`config.mk`:
```
export PLATFORM = sky130hd
export DESIGN_NAME = nso_prot
export DESIGN_NICKNAME = d
export VERILOG_FILES = /design/src/logic/nso_pkg.sv /design/src/logic/nso_dt_stage.sv /design/src/logic/nso_inv_acc.sv /design/src/logic/nso_prot.sv
export SDC_FILE = /design/constraint.sdc
export NUM_CORES = 2
export LEC_CHECK = 0
export BUFFER_PORTS_ARGS = -buffer_cell sky130_fd_sc_hd__buf_2
export CORE_AREA = 2 2 244 246
export DETAILED_ROUTE_END_ITERATION = 10
export DIE_AREA = 0 0 246 248
export HOLD_SLACK_MARGIN = 0.03
export PLACE_DENSITY = 0.68
export SYNTH_ARGS = -nofsm -noshare
export SYNTH_HDL_FRONTEND = slang
export SYNTH_SLANG_ARGS = --single-unit
```
`constraint.sdc`:
```
create_clock -name mclk_i -period 15.8 [get_ports mclk_i]
set_input_delay 2.37 -clock mclk_i [delete_from_list [all_inputs] [get_ports mclk_i]]
set_output_delay 2.37 -clock mclk_i [all_outputs]
set_load 0.01 [all_outputs]
```
`src/logic/nso_pkg.sv`:
```
package nso_pkg;
	localparam int CUR_W = 16;
	localparam int TIME_W = 16;
	localparam int MAG_W = 32;
	// Currents in 0.01 A at 5 A rating, times in 0.01 s
	localparam logic [CUR_W-1:0] DT_PK_MIN = 16'h0032;
	localparam logic [CUR_W-1:0] DT_PK_MAX = 16'h05DC;
	localparam logic [CUR_W-1:0] LO_PK_DEF = 16'h0032;
	localparam logic [CUR_W-1:0] HI_PK_DEF = 16'h00FA;
	localparam logic [CUR_W-1:0] INV_PK_MIN = 16'h0032;
	localparam logic [CUR_W-1:0] INV_PK_MAX = 16'h03E8;
	localparam logic [CUR_W-1:0] INV_PK_DEF = 16'h01C2;
	localparam logic [TIME_W-1:0] DLY_MIN = 16'h0000;
	localparam logic [TIME_W-1:0] DLY_MAX = 16'h1770;
	localparam logic [TIME_W-1:0] LO_DLY_DEF = 16'h0096;
	localparam logic [TIME_W-1:0] HI_DLY_DEF = 16'h0096;
	localparam logic [TIME_W-1:0] IEC_MUL_MIN = 16'h0005;
	localparam logic [TIME_W-1:0] IEC_MUL_MAX = 16'h0140;
	localparam logic [TIME_W-1:0] IEC_MUL_DEF = 16'h0032;
	localparam logic [TIME_W-1:0] ANSI_DIAL_MIN = 16'h0032;
	localparam logic [TIME_W-1:0] ANSI_DIAL_MAX = 16'h05DC;
	localparam logic [TIME_W-1:0] ANSI_DIAL_DEF = 16'h01F4;
	// Percentages of the inverse pickup and of nominal current, then phase multiple, nominal current and 1 A scale factor
	localparam logic [MAG_W-1:0] PCT_FULL = 32'h0000_0064;
	localparam logic [MAG_W-1:0] PCT_PICKUP = 32'h0000_006E;
	localparam logic [MAG_W-1:0] PCT_DROP = 32'h0000_005F;
	localparam logic [MAG_W-1:0] PCT_DISK = 32'h0000_005A;
	localparam logic [MAG_W-1:0] PCT_END = 32'h0000_0005;
	localparam logic [MAG_W-1:0] PCT_MIN_NEG = 32'h0000_000A;
	localparam logic [MAG_W-1:0] PHASE_MULT = 32'h0000_0004;
	localparam logic [MAG_W-1:0] NOM_5A = 32'h0000_01F4;
	localparam logic [MAG_W-1:0] RATED_DIV = 32'h0000_0005;
	localparam int CLK_HZ = 25_000_000;
	localparam int TICK_MS = 10;
	localparam int TICK_CYC = CLK_HZ / 1000 * TICK_MS;
	typedef enum logic [1:0] {CFG_OFF, CFG_DT, CFG_ANSI, CFG_IEC} nso_cfg_t;
	typedef enum logic [1:0] {IEC_NORMAL, IEC_VERY, IEC_EXTREME} nso_iec_t;
	typedef enum logic [1:0] {ANSI_EXTREME, ANSI_INV, ANSI_MODERATE, ANSI_VERY} nso_ansi_t;
	typedef enum logic {RST_INSTANT, RST_DISK} nso_rst_t;
	typedef struct packed {
		logic protection_function_switch;
		nso_cfg_t cfg;
		nso_iec_t iec_curve;
		nso_ansi_t ansi_curve_select;
		nso_rst_t inverse_reset_select;
		logic [CUR_W-1:0] lo_pk;
		logic [TIME_W-1:0] lo_dly;
		logic [CUR_W-1:0] hi_pk;
		logic [TIME_W-1:0] hi_dly;
		logic [CUR_W-1:0] inverse_pickup_level;
		logic [TIME_W-1:0] iec_mult;
		logic [TIME_W-1:0] inverse_time_scale;
		logic scale_inf;
	} nso_set_t;
	localparam nso_set_t SET_DEF = '{1'b0, CFG_OFF, IEC_EXTREME, ANSI_EXTREME,
		RST_INSTANT, LO_PK_DEF, LO_DLY_DEF, HI_PK_DEF, HI_DLY_DEF,
		INV_PK_DEF, IEC_MUL_DEF, ANSI_DIAL_DEF, 1'b0};
	typedef struct packed {
		logic [CUR_W-1:0] neg_seq;
		logic [CUR_W-1:0] phase_max;
	} nso_meas_t;
	typedef struct packed {
		logic lo_pu;
		logic lo_trip;
		logic hi_pu;
		logic hi_trip;
		logic inv_pu;
		logic inv_trip;
		logic disk_pu;
		logic trip;
		logic off;
		logic blocked;
		logic active;
	} nso_stat_t;
	function automatic logic [15:0] clamp(input logic [15:0] v, input logic [15:0] lo,
		input logic [15:0] hi);
		clamp = (v < lo) ? lo : ((v > hi) ? hi : v);
	endfunction
endpackage

```
`src/logic/nso_dt_stage.sv`:
```
`timescale 1ns/1ps
`default_nettype none
module nso_dt_stage (
	input wire logic mclk_i,
	input wire logic reset_i,
	input wire logic enable_i,
	input wire logic tick_i,
	input wire logic [31:0] level_i,
	input wire logic [15:0] pickup_i,
	input wire logic [15:0] delay_i,
	output logic pickup_o,
	output logic trip_o
);
	typedef struct packed {
		logic pu;
		logic trip;
		logic [15:0] cnt;
	} nso_dt_st_t;
	nso_dt_st_t st;
	nso_dt_st_t next_st;
	always_comb begin
		next_st = st;
		if (!enable_i || level_i < 32'(pickup_i)) begin
			next_st = '0;
		end else begin
			next_st.pu = 1'b1;
			if (st.cnt >= delay_i) begin
				next_st.trip = 1'b1;
			end else if (tick_i && st.pu) begin
				next_st.cnt = st.cnt + 16'h0001;
			end
		end
	end
	always_ff @(posedge mclk_i) begin
		if (reset_i) begin
			st <= '0;
		end else begin
			st <= next_st;
		end
	end
	assign pickup_o = st.pu;
	assign trip_o = st.trip;
endmodule
`default_nettype wire

```
`src/logic/nso_inv_acc.sv`:
```
`timescale 1ns/1ps
`default_nettype none
module nso_inv_acc (
	input wire logic mclk_i,
	input wire logic reset_i,
	input wire logic clear_i,
	input wire logic advance_i,
	input wire logic unwind_i,
	input wire logic never_trip_i,
	input wire logic [15:0] fwd_rate_i,
	input wire logic [15:0] rev_rate_i,
	input wire logic [31:0] limit_i,
	output logic [31:0] acc_o,
	output logic trip_o
);
	typedef struct packed {
		logic [31:0] acc;
		logic trip;
	} nso_acc_st_t;
	nso_acc_st_t st;
	nso_acc_st_t next_st;
	always_comb begin
		next_st = st;
		if (clear_i) begin
			next_st = '0;
		end else if (advance_i) begin
			next_st.acc = (st.acc >= limit_i) ? st.acc : st.acc + 32'(fwd_rate_i);
		end else if (unwind_i) begin
			next_st.acc = (st.acc > 32'(rev_rate_i)) ? st.acc - 32'(rev_rate_i) : '0;
		end
		if (!clear_i) begin
			// Trip stands until the stage drops out or is cleared
			next_st.trip = !never_trip_i && (st.trip || (advance_i && st.acc >= limit_i));
		end
	end
	always_ff @(posedge mclk_i) begin
		if (reset_i) begin
			st <= '0;
		end else begin
			st <= next_st;
		end
	end
	assign acc_o = st.acc;
	assign trip_o = st.trip;
endmodule
`default_nettype wire

```
`src/logic/nso_prot.sv`:
```
// What this block does
// Low stage picks up at its pickup and trips after its delay.
// High stage works alike with its own pickup and delay.
// Function switch, off after reset, stops every pickup and trip.
// Inverse stage picks up above 110 percent, drops at 95 percent.
// Inverse pickup spans 0.50 to 10.00 A, default 4.50 A.
// IEC curve choice of three, extremely inverse after reset.
// ANSI curve choice of four, extremely inverse after reset.
// IEC multiplier spans 0.05 to 3.20 s, default 0.50 s.
// ANSI dial spans 0.50 to 15.00 s, default 5.00 s.
// Infinite scale still picks up but never trips.
// ANSI reset is instantaneous or disk emulation.
// On a 1 A device the measured currents multiply by five.
// Configuration disabled, definite only, or definite plus inverse.
// Pass current only if at least 10 percent nominal and phases below 4x.
// Disk unwinds below 90, holds 90 to 95, resets below 5 percent.
// IEC stage drops at 95 percent and clears its delay at once.
// External block input disables the whole protection.
// Common trip is the OR of all stage trips; pickups separate.
// Compare per update, time on one clock, reset clears all state and loads the default settings.
`timescale 1ns/1ps
`default_nettype none
module nso_prot #(
	parameter int TICK_CYC = nso_pkg::TICK_CYC,
	parameter logic [31:0] TRIP_UNIT = 32'h0000_0064
) (
	input wire logic mclk_i,
	input wire logic reset_i,
	input wire logic block_i,
	input wire logic rated_1a_i,
	input wire logic set_load_i,
	input wire nso_pkg::nso_set_t set_i,
	input wire logic meas_valid_i,
	input wire nso_pkg::nso_meas_t meas_i,
	input wire logic [15:0] fwd_rate_i,
	input wire logic [15:0] rev_rate_i,
	output logic [1:0] curve_o,
	output logic disk_unwind_o,
	output nso_pkg::nso_stat_t stat_o
);
	localparam int TW = $clog2(TICK_CYC + 1);
	typedef struct packed {
		nso_pkg::nso_set_t set;
		logic blk_ff1;
		logic blk_ff2;
		logic [TW-1:0] tick_cnt;
		logic tick;
		logic [31:0] neg;
		logic [31:0] phs;
		logic inv_pu;
	} nso_st_t;
	nso_st_t st;
	nso_st_t next_st;
	logic [31:0] pick_mag;
	logic meas_ok;
	logic dt_en;
	logic inv_en;
	logic is_iec;
	logic disk_mode;
	logic above_pu;
	logic below_drop;
	logic below_disk;
	logic below_end;
	logic acc_clear;
	logic acc_adv;
	logic acc_unwind;
	logic [31:0] limit;
	logic [31:0] acc;
	logic lo_pu;
	logic lo_trip;
	logic hi_pu;
	logic hi_trip;
	logic inv_trip;
	////////////////////////////////////////////////////////////////////////////////
	// Settings, measurement capture, block synchroniser, time base
	always_comb begin
		next_st = st;
		next_st.blk_ff1 = block_i;
		next_st.blk_ff2 = st.blk_ff1;
		next_st.tick = 1'b0;
		if (st.tick_cnt == TW'(TICK_CYC - 1)) begin
			next_st.tick_cnt = '0;
			next_st.tick = 1'b1;
		end else begin
			next_st.tick_cnt = st.tick_cnt + TW'(1);
		end
		if (set_load_i) begin
			next_st.set = set_i;
			next_st.set.lo_pk = nso_pkg::clamp(set_i.lo_pk, nso_pkg::DT_PK_MIN,
				nso_pkg::DT_PK_MAX);
			next_st.set.lo_dly = nso_pkg::clamp(set_i.lo_dly, nso_pkg::DLY_MIN,
				nso_pkg::DLY_MAX);
			next_st.set.hi_pk = nso_pkg::clamp(set_i.hi_pk, nso_pkg::DT_PK_MIN,
				nso_pkg::DT_PK_MAX);
			next_st.set.hi_dly = nso_pkg::clamp(set_i.hi_dly, nso_pkg::DLY_MIN,
				nso_pkg::DLY_MAX);
			next_st.set.inverse_pickup_level = nso_pkg::clamp(set_i.inverse_pickup_level,
				nso_pkg::INV_PK_MIN, nso_pkg::INV_PK_MAX);
			next_st.set.iec_mult = nso_pkg::clamp(set_i.iec_mult, nso_pkg::IEC_MUL_MIN,
				nso_pkg::IEC_MUL_MAX);
			next_st.set.inverse_time_scale = nso_pkg::clamp(set_i.inverse_time_scale,
				nso_pkg::ANSI_DIAL_MIN, nso_pkg::ANSI_DIAL_MAX);
			if (set_i.iec_curve > nso_pkg::IEC_EXTREME) begin
				next_st.set.iec_curve = nso_pkg::IEC_EXTREME;
			end
		end
		if (meas_valid_i) begin
			// Scale a 1 A device onto the 5 A setting grid
			if (rated_1a_i) begin
				next_st.neg = 32'(meas_i.neg_seq) * nso_pkg::RATED_DIV;
				next_st.phs = 32'(meas_i.phase_max) * nso_pkg::RATED_DIV;
			end else begin
				next_st.neg = 32'(meas_i.neg_seq);
				next_st.phs = 32'(meas_i.phase_max);
			end
		end
		if (!inv_en) begin
			next_st.inv_pu = 1'b0;
		end else if (above_pu) begin
			next_st.inv_pu = 1'b1;
		end else if (below_drop) begin
			next_st.inv_pu = 1'b0;
		end
	end
	always_ff @(posedge mclk_i) begin
		if (reset_i) begin
			st <= '0;
			st.set <= nso_pkg::SET_DEF;
		end else begin
			st <= next_st;
		end
	end
	////////////////////////////////////////////////////////////////////////////////
	// Release conditions and inverse-stage thresholds
	always_comb begin
		meas_ok = st.neg * nso_pkg::PCT_FULL >= nso_pkg::NOM_5A * nso_pkg::PCT_MIN_NEG
			&& st.phs < nso_pkg::NOM_5A * nso_pkg::PHASE_MULT;
		dt_en = st.set.protection_function_switch && !st.blk_ff2
			&& st.set.cfg != nso_pkg::CFG_OFF && meas_ok;
		is_iec = st.set.cfg == nso_pkg::CFG_IEC;
		inv_en = dt_en && (is_iec || st.set.cfg == nso_pkg::CFG_ANSI);
		disk_mode = st.set.cfg == nso_pkg::CFG_ANSI
			&& st.set.inverse_reset_select == nso_pkg::RST_DISK;
		pick_mag = 32'(st.set.inverse_pickup_level);
		above_pu = st.neg * nso_pkg::PCT_FULL > pick_mag * nso_pkg::PCT_PICKUP;
		below_drop = st.neg * nso_pkg::PCT_FULL <= pick_mag * nso_pkg::PCT_DROP;
		below_disk = st.neg * nso_pkg::PCT_FULL < pick_mag * nso_pkg::PCT_DISK;
		below_end = st.neg * nso_pkg::PCT_FULL < pick_mag * nso_pkg::PCT_END;
		if (is_iec) begin
			limit = 32'(st.set.iec_mult) * TRIP_UNIT;
			curve_o = st.set.iec_curve;
		end else begin
			limit = 32'(st.set.inverse_time_scale) * TRIP_UNIT;
			curve_o = st.set.ansi_curve_select;
		end
		acc_clear = !inv_en || (!disk_mode && !st.inv_pu)
			|| (disk_mode && below_end);
		acc_adv = st.inv_pu && st.tick;
		acc_unwind = disk_mode && below_disk && !st.inv_pu && st.tick;
		disk_unwind_o = acc_unwind;
	end
	////////////////////////////////////////////////////////////////////////////////
	// Stages
	nso_dt_stage u_lo (
		.mclk_i(mclk_i),
		.reset_i(reset_i),
		.enable_i(dt_en),
		.tick_i(st.tick),
		.level_i(st.neg),
		.pickup_i(st.set.lo_pk),
		.delay_i(st.set.lo_dly),
		.pickup_o(lo_pu),
		.trip_o(lo_trip)
	);
	nso_dt_stage u_hi (
		.mclk_i(mclk_i),
		.reset_i(reset_i),
		.enable_i(dt_en),
		.tick_i(st.tick),
		.level_i(st.neg),
		.pickup_i(st.set.hi_pk),
		.delay_i(st.set.hi_dly),
		.pickup_o(hi_pu),
		.trip_o(hi_trip)
	);
	nso_inv_acc u_inv (
		.mclk_i(mclk_i),
		.reset_i(reset_i),
		.clear_i(acc_clear),
		.advance_i(acc_adv),
		.unwind_i(acc_unwind),
		.never_trip_i(st.set.scale_inf || !st.inv_pu),
		.fwd_rate_i(fwd_rate_i),
		.rev_rate_i(rev_rate_i),
		.limit_i(limit),
		.acc_o(acc),
		.trip_o(inv_trip)
	);
	always_comb begin
		stat_o.lo_pu = lo_pu;
		stat_o.lo_trip = lo_trip;
		stat_o.hi_pu = hi_pu;
		stat_o.hi_trip = hi_trip;
		stat_o.inv_pu = st.inv_pu;
		stat_o.inv_trip = inv_trip;
		stat_o.disk_pu = disk_mode && !st.inv_pu && acc != '0;
		stat_o.trip = lo_trip || hi_trip || inv_trip;
		stat_o.off = !st.set.protection_function_switch;
		stat_o.blocked = st.blk_ff2;
		stat_o.active = st.set.protection_function_switch && !st.blk_ff2
			&& st.set.cfg != nso_pkg::CFG_OFF;
	end
endmodule
`default_nettype wire

```
==> qor.yml <==
grt:
  antenna_found_initial: 8
  grt_pass1_wl_um: 120000
  overflow: 0
  grt_pass1_vias: 23500
  grt_max_degree: 65
  grt_util_all_layers_pct: 24.2
final_layout:
  regArea_um2: 4920
  finalNetCount: 4509
  multiInputGateArea_um2: 21700
  drive_above_1_share_pct: 9.34
  final_cell_area_um2: 31600
  stdcell_count: 4426
  filler_cell_count: 5574
  syn_to_final_growth_pct: 9.15
floorplan:
  fp.dieW_um: 246
  design.die.area_um2: 61000
  ioPinCount: 205
  rows: 89
  die_h_um: 248
  initial_core_util_pct: 49.5
  core_area_um2: 58500
routing:
  wirelength_um: 74400
  drtIter0Drc: 1310
  drc: 0
  vias: 24600
  viasPerCell: 5.56
  wl_per_cell_um: 16.8
  ant_nets: 0
  dr.pass1.iters: 5
setup_path:
  worst_setup_path_start_kind: "flop"
  cp.arrival_ns: 6.65
  r2r_setup_slack_ns: 8.41
  cp-end-kind: "output port"
  r2r-end: "u_inv.acc_o[31]"
  critical_path_required_ns: 13.43
  r2r-start: "pick_mag[3]"
  critical_path.max_fanout: 8
  crit_type: "reg -> out"
  r2r_cells: 28
clock_network:
  cts_made_buffers: 30
  path_clk_slew_ns: 0.06
  h-tree-depth: 1
  cts-resized-gates: 0
  cts.sink_count: 246
  postCtsSetupBuffers: 0
  cts_tree: "done"
  cts_hold_buffers: 0
  clock_latency_ns: 0.61
  clock_path_buffers: 3
  cts-root-buf: "clkbuf_16"
logic_synthesis:
  synth_area_um2: 28900
  syn_nets: 4349
  synth_top_flop_cell: "dfxtp_1"
  synth-warning-count: 0
  synth_edf_count: 0
  ys_ff_latch: 246
  synth_cells: 3469
  seq_area_frac_synth_pct: 17.0
  async_reset_ff_share_pct: 0
  synthDistinctLibCells: 82
  syn_area_per_cell_um2: 8.34
placed_design:
  placedCellCount: 4370
  io_buffers: 204
  gp_congestion: 0.923
  dp_hpwl_um: 61100
  pre_cts_ws_ns: 7.38
  dpl_cell_area_um2: 30600
min_path:
  hp-start: "st[194]"
  whs_endpoint: "st[194]"
  min_path_type: "reg -> reg"
  holdPathStages: 2
job:
  max_cap_viol_count: 0
power:
  swShare_pct: 39.1
  p_sw_uw: 997
  vdd_drop_max_mv: 0.0800
  pwr-share-seq_pct: 25.9
  p_leak_uw: 0.0158
  power_density_nw_per_um2: 80.7
  p_clk_share_pct: 26.7
  combPwrFrac_pct: 47.4
  intPower_uw: 1550
timing:
  finalSetupTns_ns: 0
  min_period_over_period_pct: 57.1
  max_freq_mhz: 111
  period_needed_ns: 9.02
  tightestPinTransition_ns: 1.21
  hold_viol: 0
  finalWorstSetupSlack_ns: 6.78
  slew_headroom_pct: 19.5
  setup_viol: 0
  slew_violations: 0
  skew_ns: 0.0402
  rsz0062_at_grt: "no"
  hold_ws_ns: 0.442
run_status:
  outcome: "complete, no violations"
## worst max-delay path by stage
stage                      startpoint       endpoint  slack (ns)  depth (start not counted)
after floorplan           pick_mag[3]  disk_unwind_o        8.53                         23
after global placement    pick_mag[3]  disk_unwind_o        7.53                         24
after detailed placement  pick_mag[3]  disk_unwind_o        7.38                         24
after CTS                 pick_mag[3]  disk_unwind_o        6.76                         24
after global routing      pick_mag[3]  disk_unwind_o        6.28                         24
final                     pick_mag[3]  disk_unwind_o        6.78                         24
## worst max-delay path, stage by stage, from the launching register on
cell and delay (ns):
dfxtp_1 0.54, ha_1 0.36, xnor2_1 0.23, inv_1 0.11, ha_1 0.28, inv_1 0.05
fa_1 0.50, inv_1 0.04, ha_1 0.32, nor2b_1 0.14, o21ai_0 0.22, a21oi_1 0.11
o21ai_0 0.25, a21oi_1 0.14, a41o_1 0.28, o41a_1 0.38, xnor2_1 0.15, ha_1 0.31
a21oi_1 0.16, nand2_1 0.07, a21oi_1 0.12, o21ai_0 0.15, a31o_2 0.27, a211oi_1 0.63
buf_2 0.25
## state kept, by name (all words and copies together) (netlist names), 2 cells and up
signal       count
stat_o           2
u_hi.st         16
u_lo.st         16
pick_mag        16
u_inv.acc_o     32
st             158
## power groups by stage
stage / clock, uW / combinational, uW / sequential (uW)
floorplan: 0 / 881 / 666
global placement: 0 / 1180 / 673
detailed placement: 0 / 1190 / 674
CTS: 695 / 1200 / 660
global route: 720 / 1380 / 662
finish: 680 / 1210 / 660
## kinds of logic (layout without fill, tap and decap cells)
logic type | count (synthesis) | count (layout) | share of synthesized area, %
xor gates and xnor gates | 200 | 200 | 6.06
buffers and inverters | 586 | 767 | 7.96
muxes | 65 | 65 | 2.27
adders and majority gates | 689 | 689 | 33.4
other | 0 | 3 | 0
DFF | 246 | 246 | 17.0
and+or+nand+nor | 930 | 930 | 16.4
AOI/OAI and AO/OA | 753 | 753 | 16.9
## cell usage after synthesis, types with 44 or more instances
cell type | n | area share, %
ha_1 | 549 | 24
inv_1 | 496 | 6.4
nor2_1 | 289 | 3.8
dfxtp_1 | 246 | 17
a21oi_1 | 200 | 3.5
nand2_1 | 167 | 2.2
o21ai_0 | 156 | 2.7
fa_1 | 140 | 9.7
xnor2_1 | 124 | 3.8
a21o_1 | 95 | 2.5
xor2_1 | 76 | 2.3
nand3_1 | 68 | 1.2
nor3_1 | 68 | 1.2
a211oi_1 | 67 | 1.7
clkbuf_1 | 64 | 0.83
mux2i_1 | 61 | 2.1
nand2b_1 | 50 | 1.1
a31oi_1 | 44 | 0.95
nand4_1 | 44 | 0.95
## placed cells by master (no fill, tap or decap), types with 30 or more instances in the layout
cell,n
nor2_1,288
nand3_1,68
xor2_1,76
nor2b_1,39
nand2_1,167
xnor2_1,124
inv_1,496
dfxtp_1,246
a21oi_1,199
mux2i_1,61
a21o_1,95
clkbuf_16,30
nand4_1,44
ha_1,549
o21ai_0,156
a211oi_1,67
nor4_1,33
fa_1,140
nor3_1,68
a31oi_1,44
buf_2,202
nand2b_1,50
## routing by layer
layer	wire (um)	share of wire, %	GRT usage [%]
met1	34400	46	32.5
met2	33800	45	40.0
met3	4270	5.7	4.10
met4	1830	2.5	6.58
met5	35	0.047	0
## per-stage QoR
step / util [%] / total power, uW
2_1_floorplan: - / 1550
3_3_place_gp: 52.3 / 1850
3_5_place_dp: 52.3 / 1870
4_1_cts: 54.0 / 2560
5_1_grt: 54.0 / 2760
6_report: 54.0 / 2550
## area by class of cell
class                   instances  share of cell area (%)
multi-input cells            2637                    68.8
flip-flops and latches        246                    15.6
inverters                     497                    5.91
repair buffers                217                    3.56
well taps                     773                    3.06
clock buffers                  43                    2.63
clock inverters                10                   0.408
diodes                          3                  0.0238
Note: power is estimated with default switching activity, not from simulation.
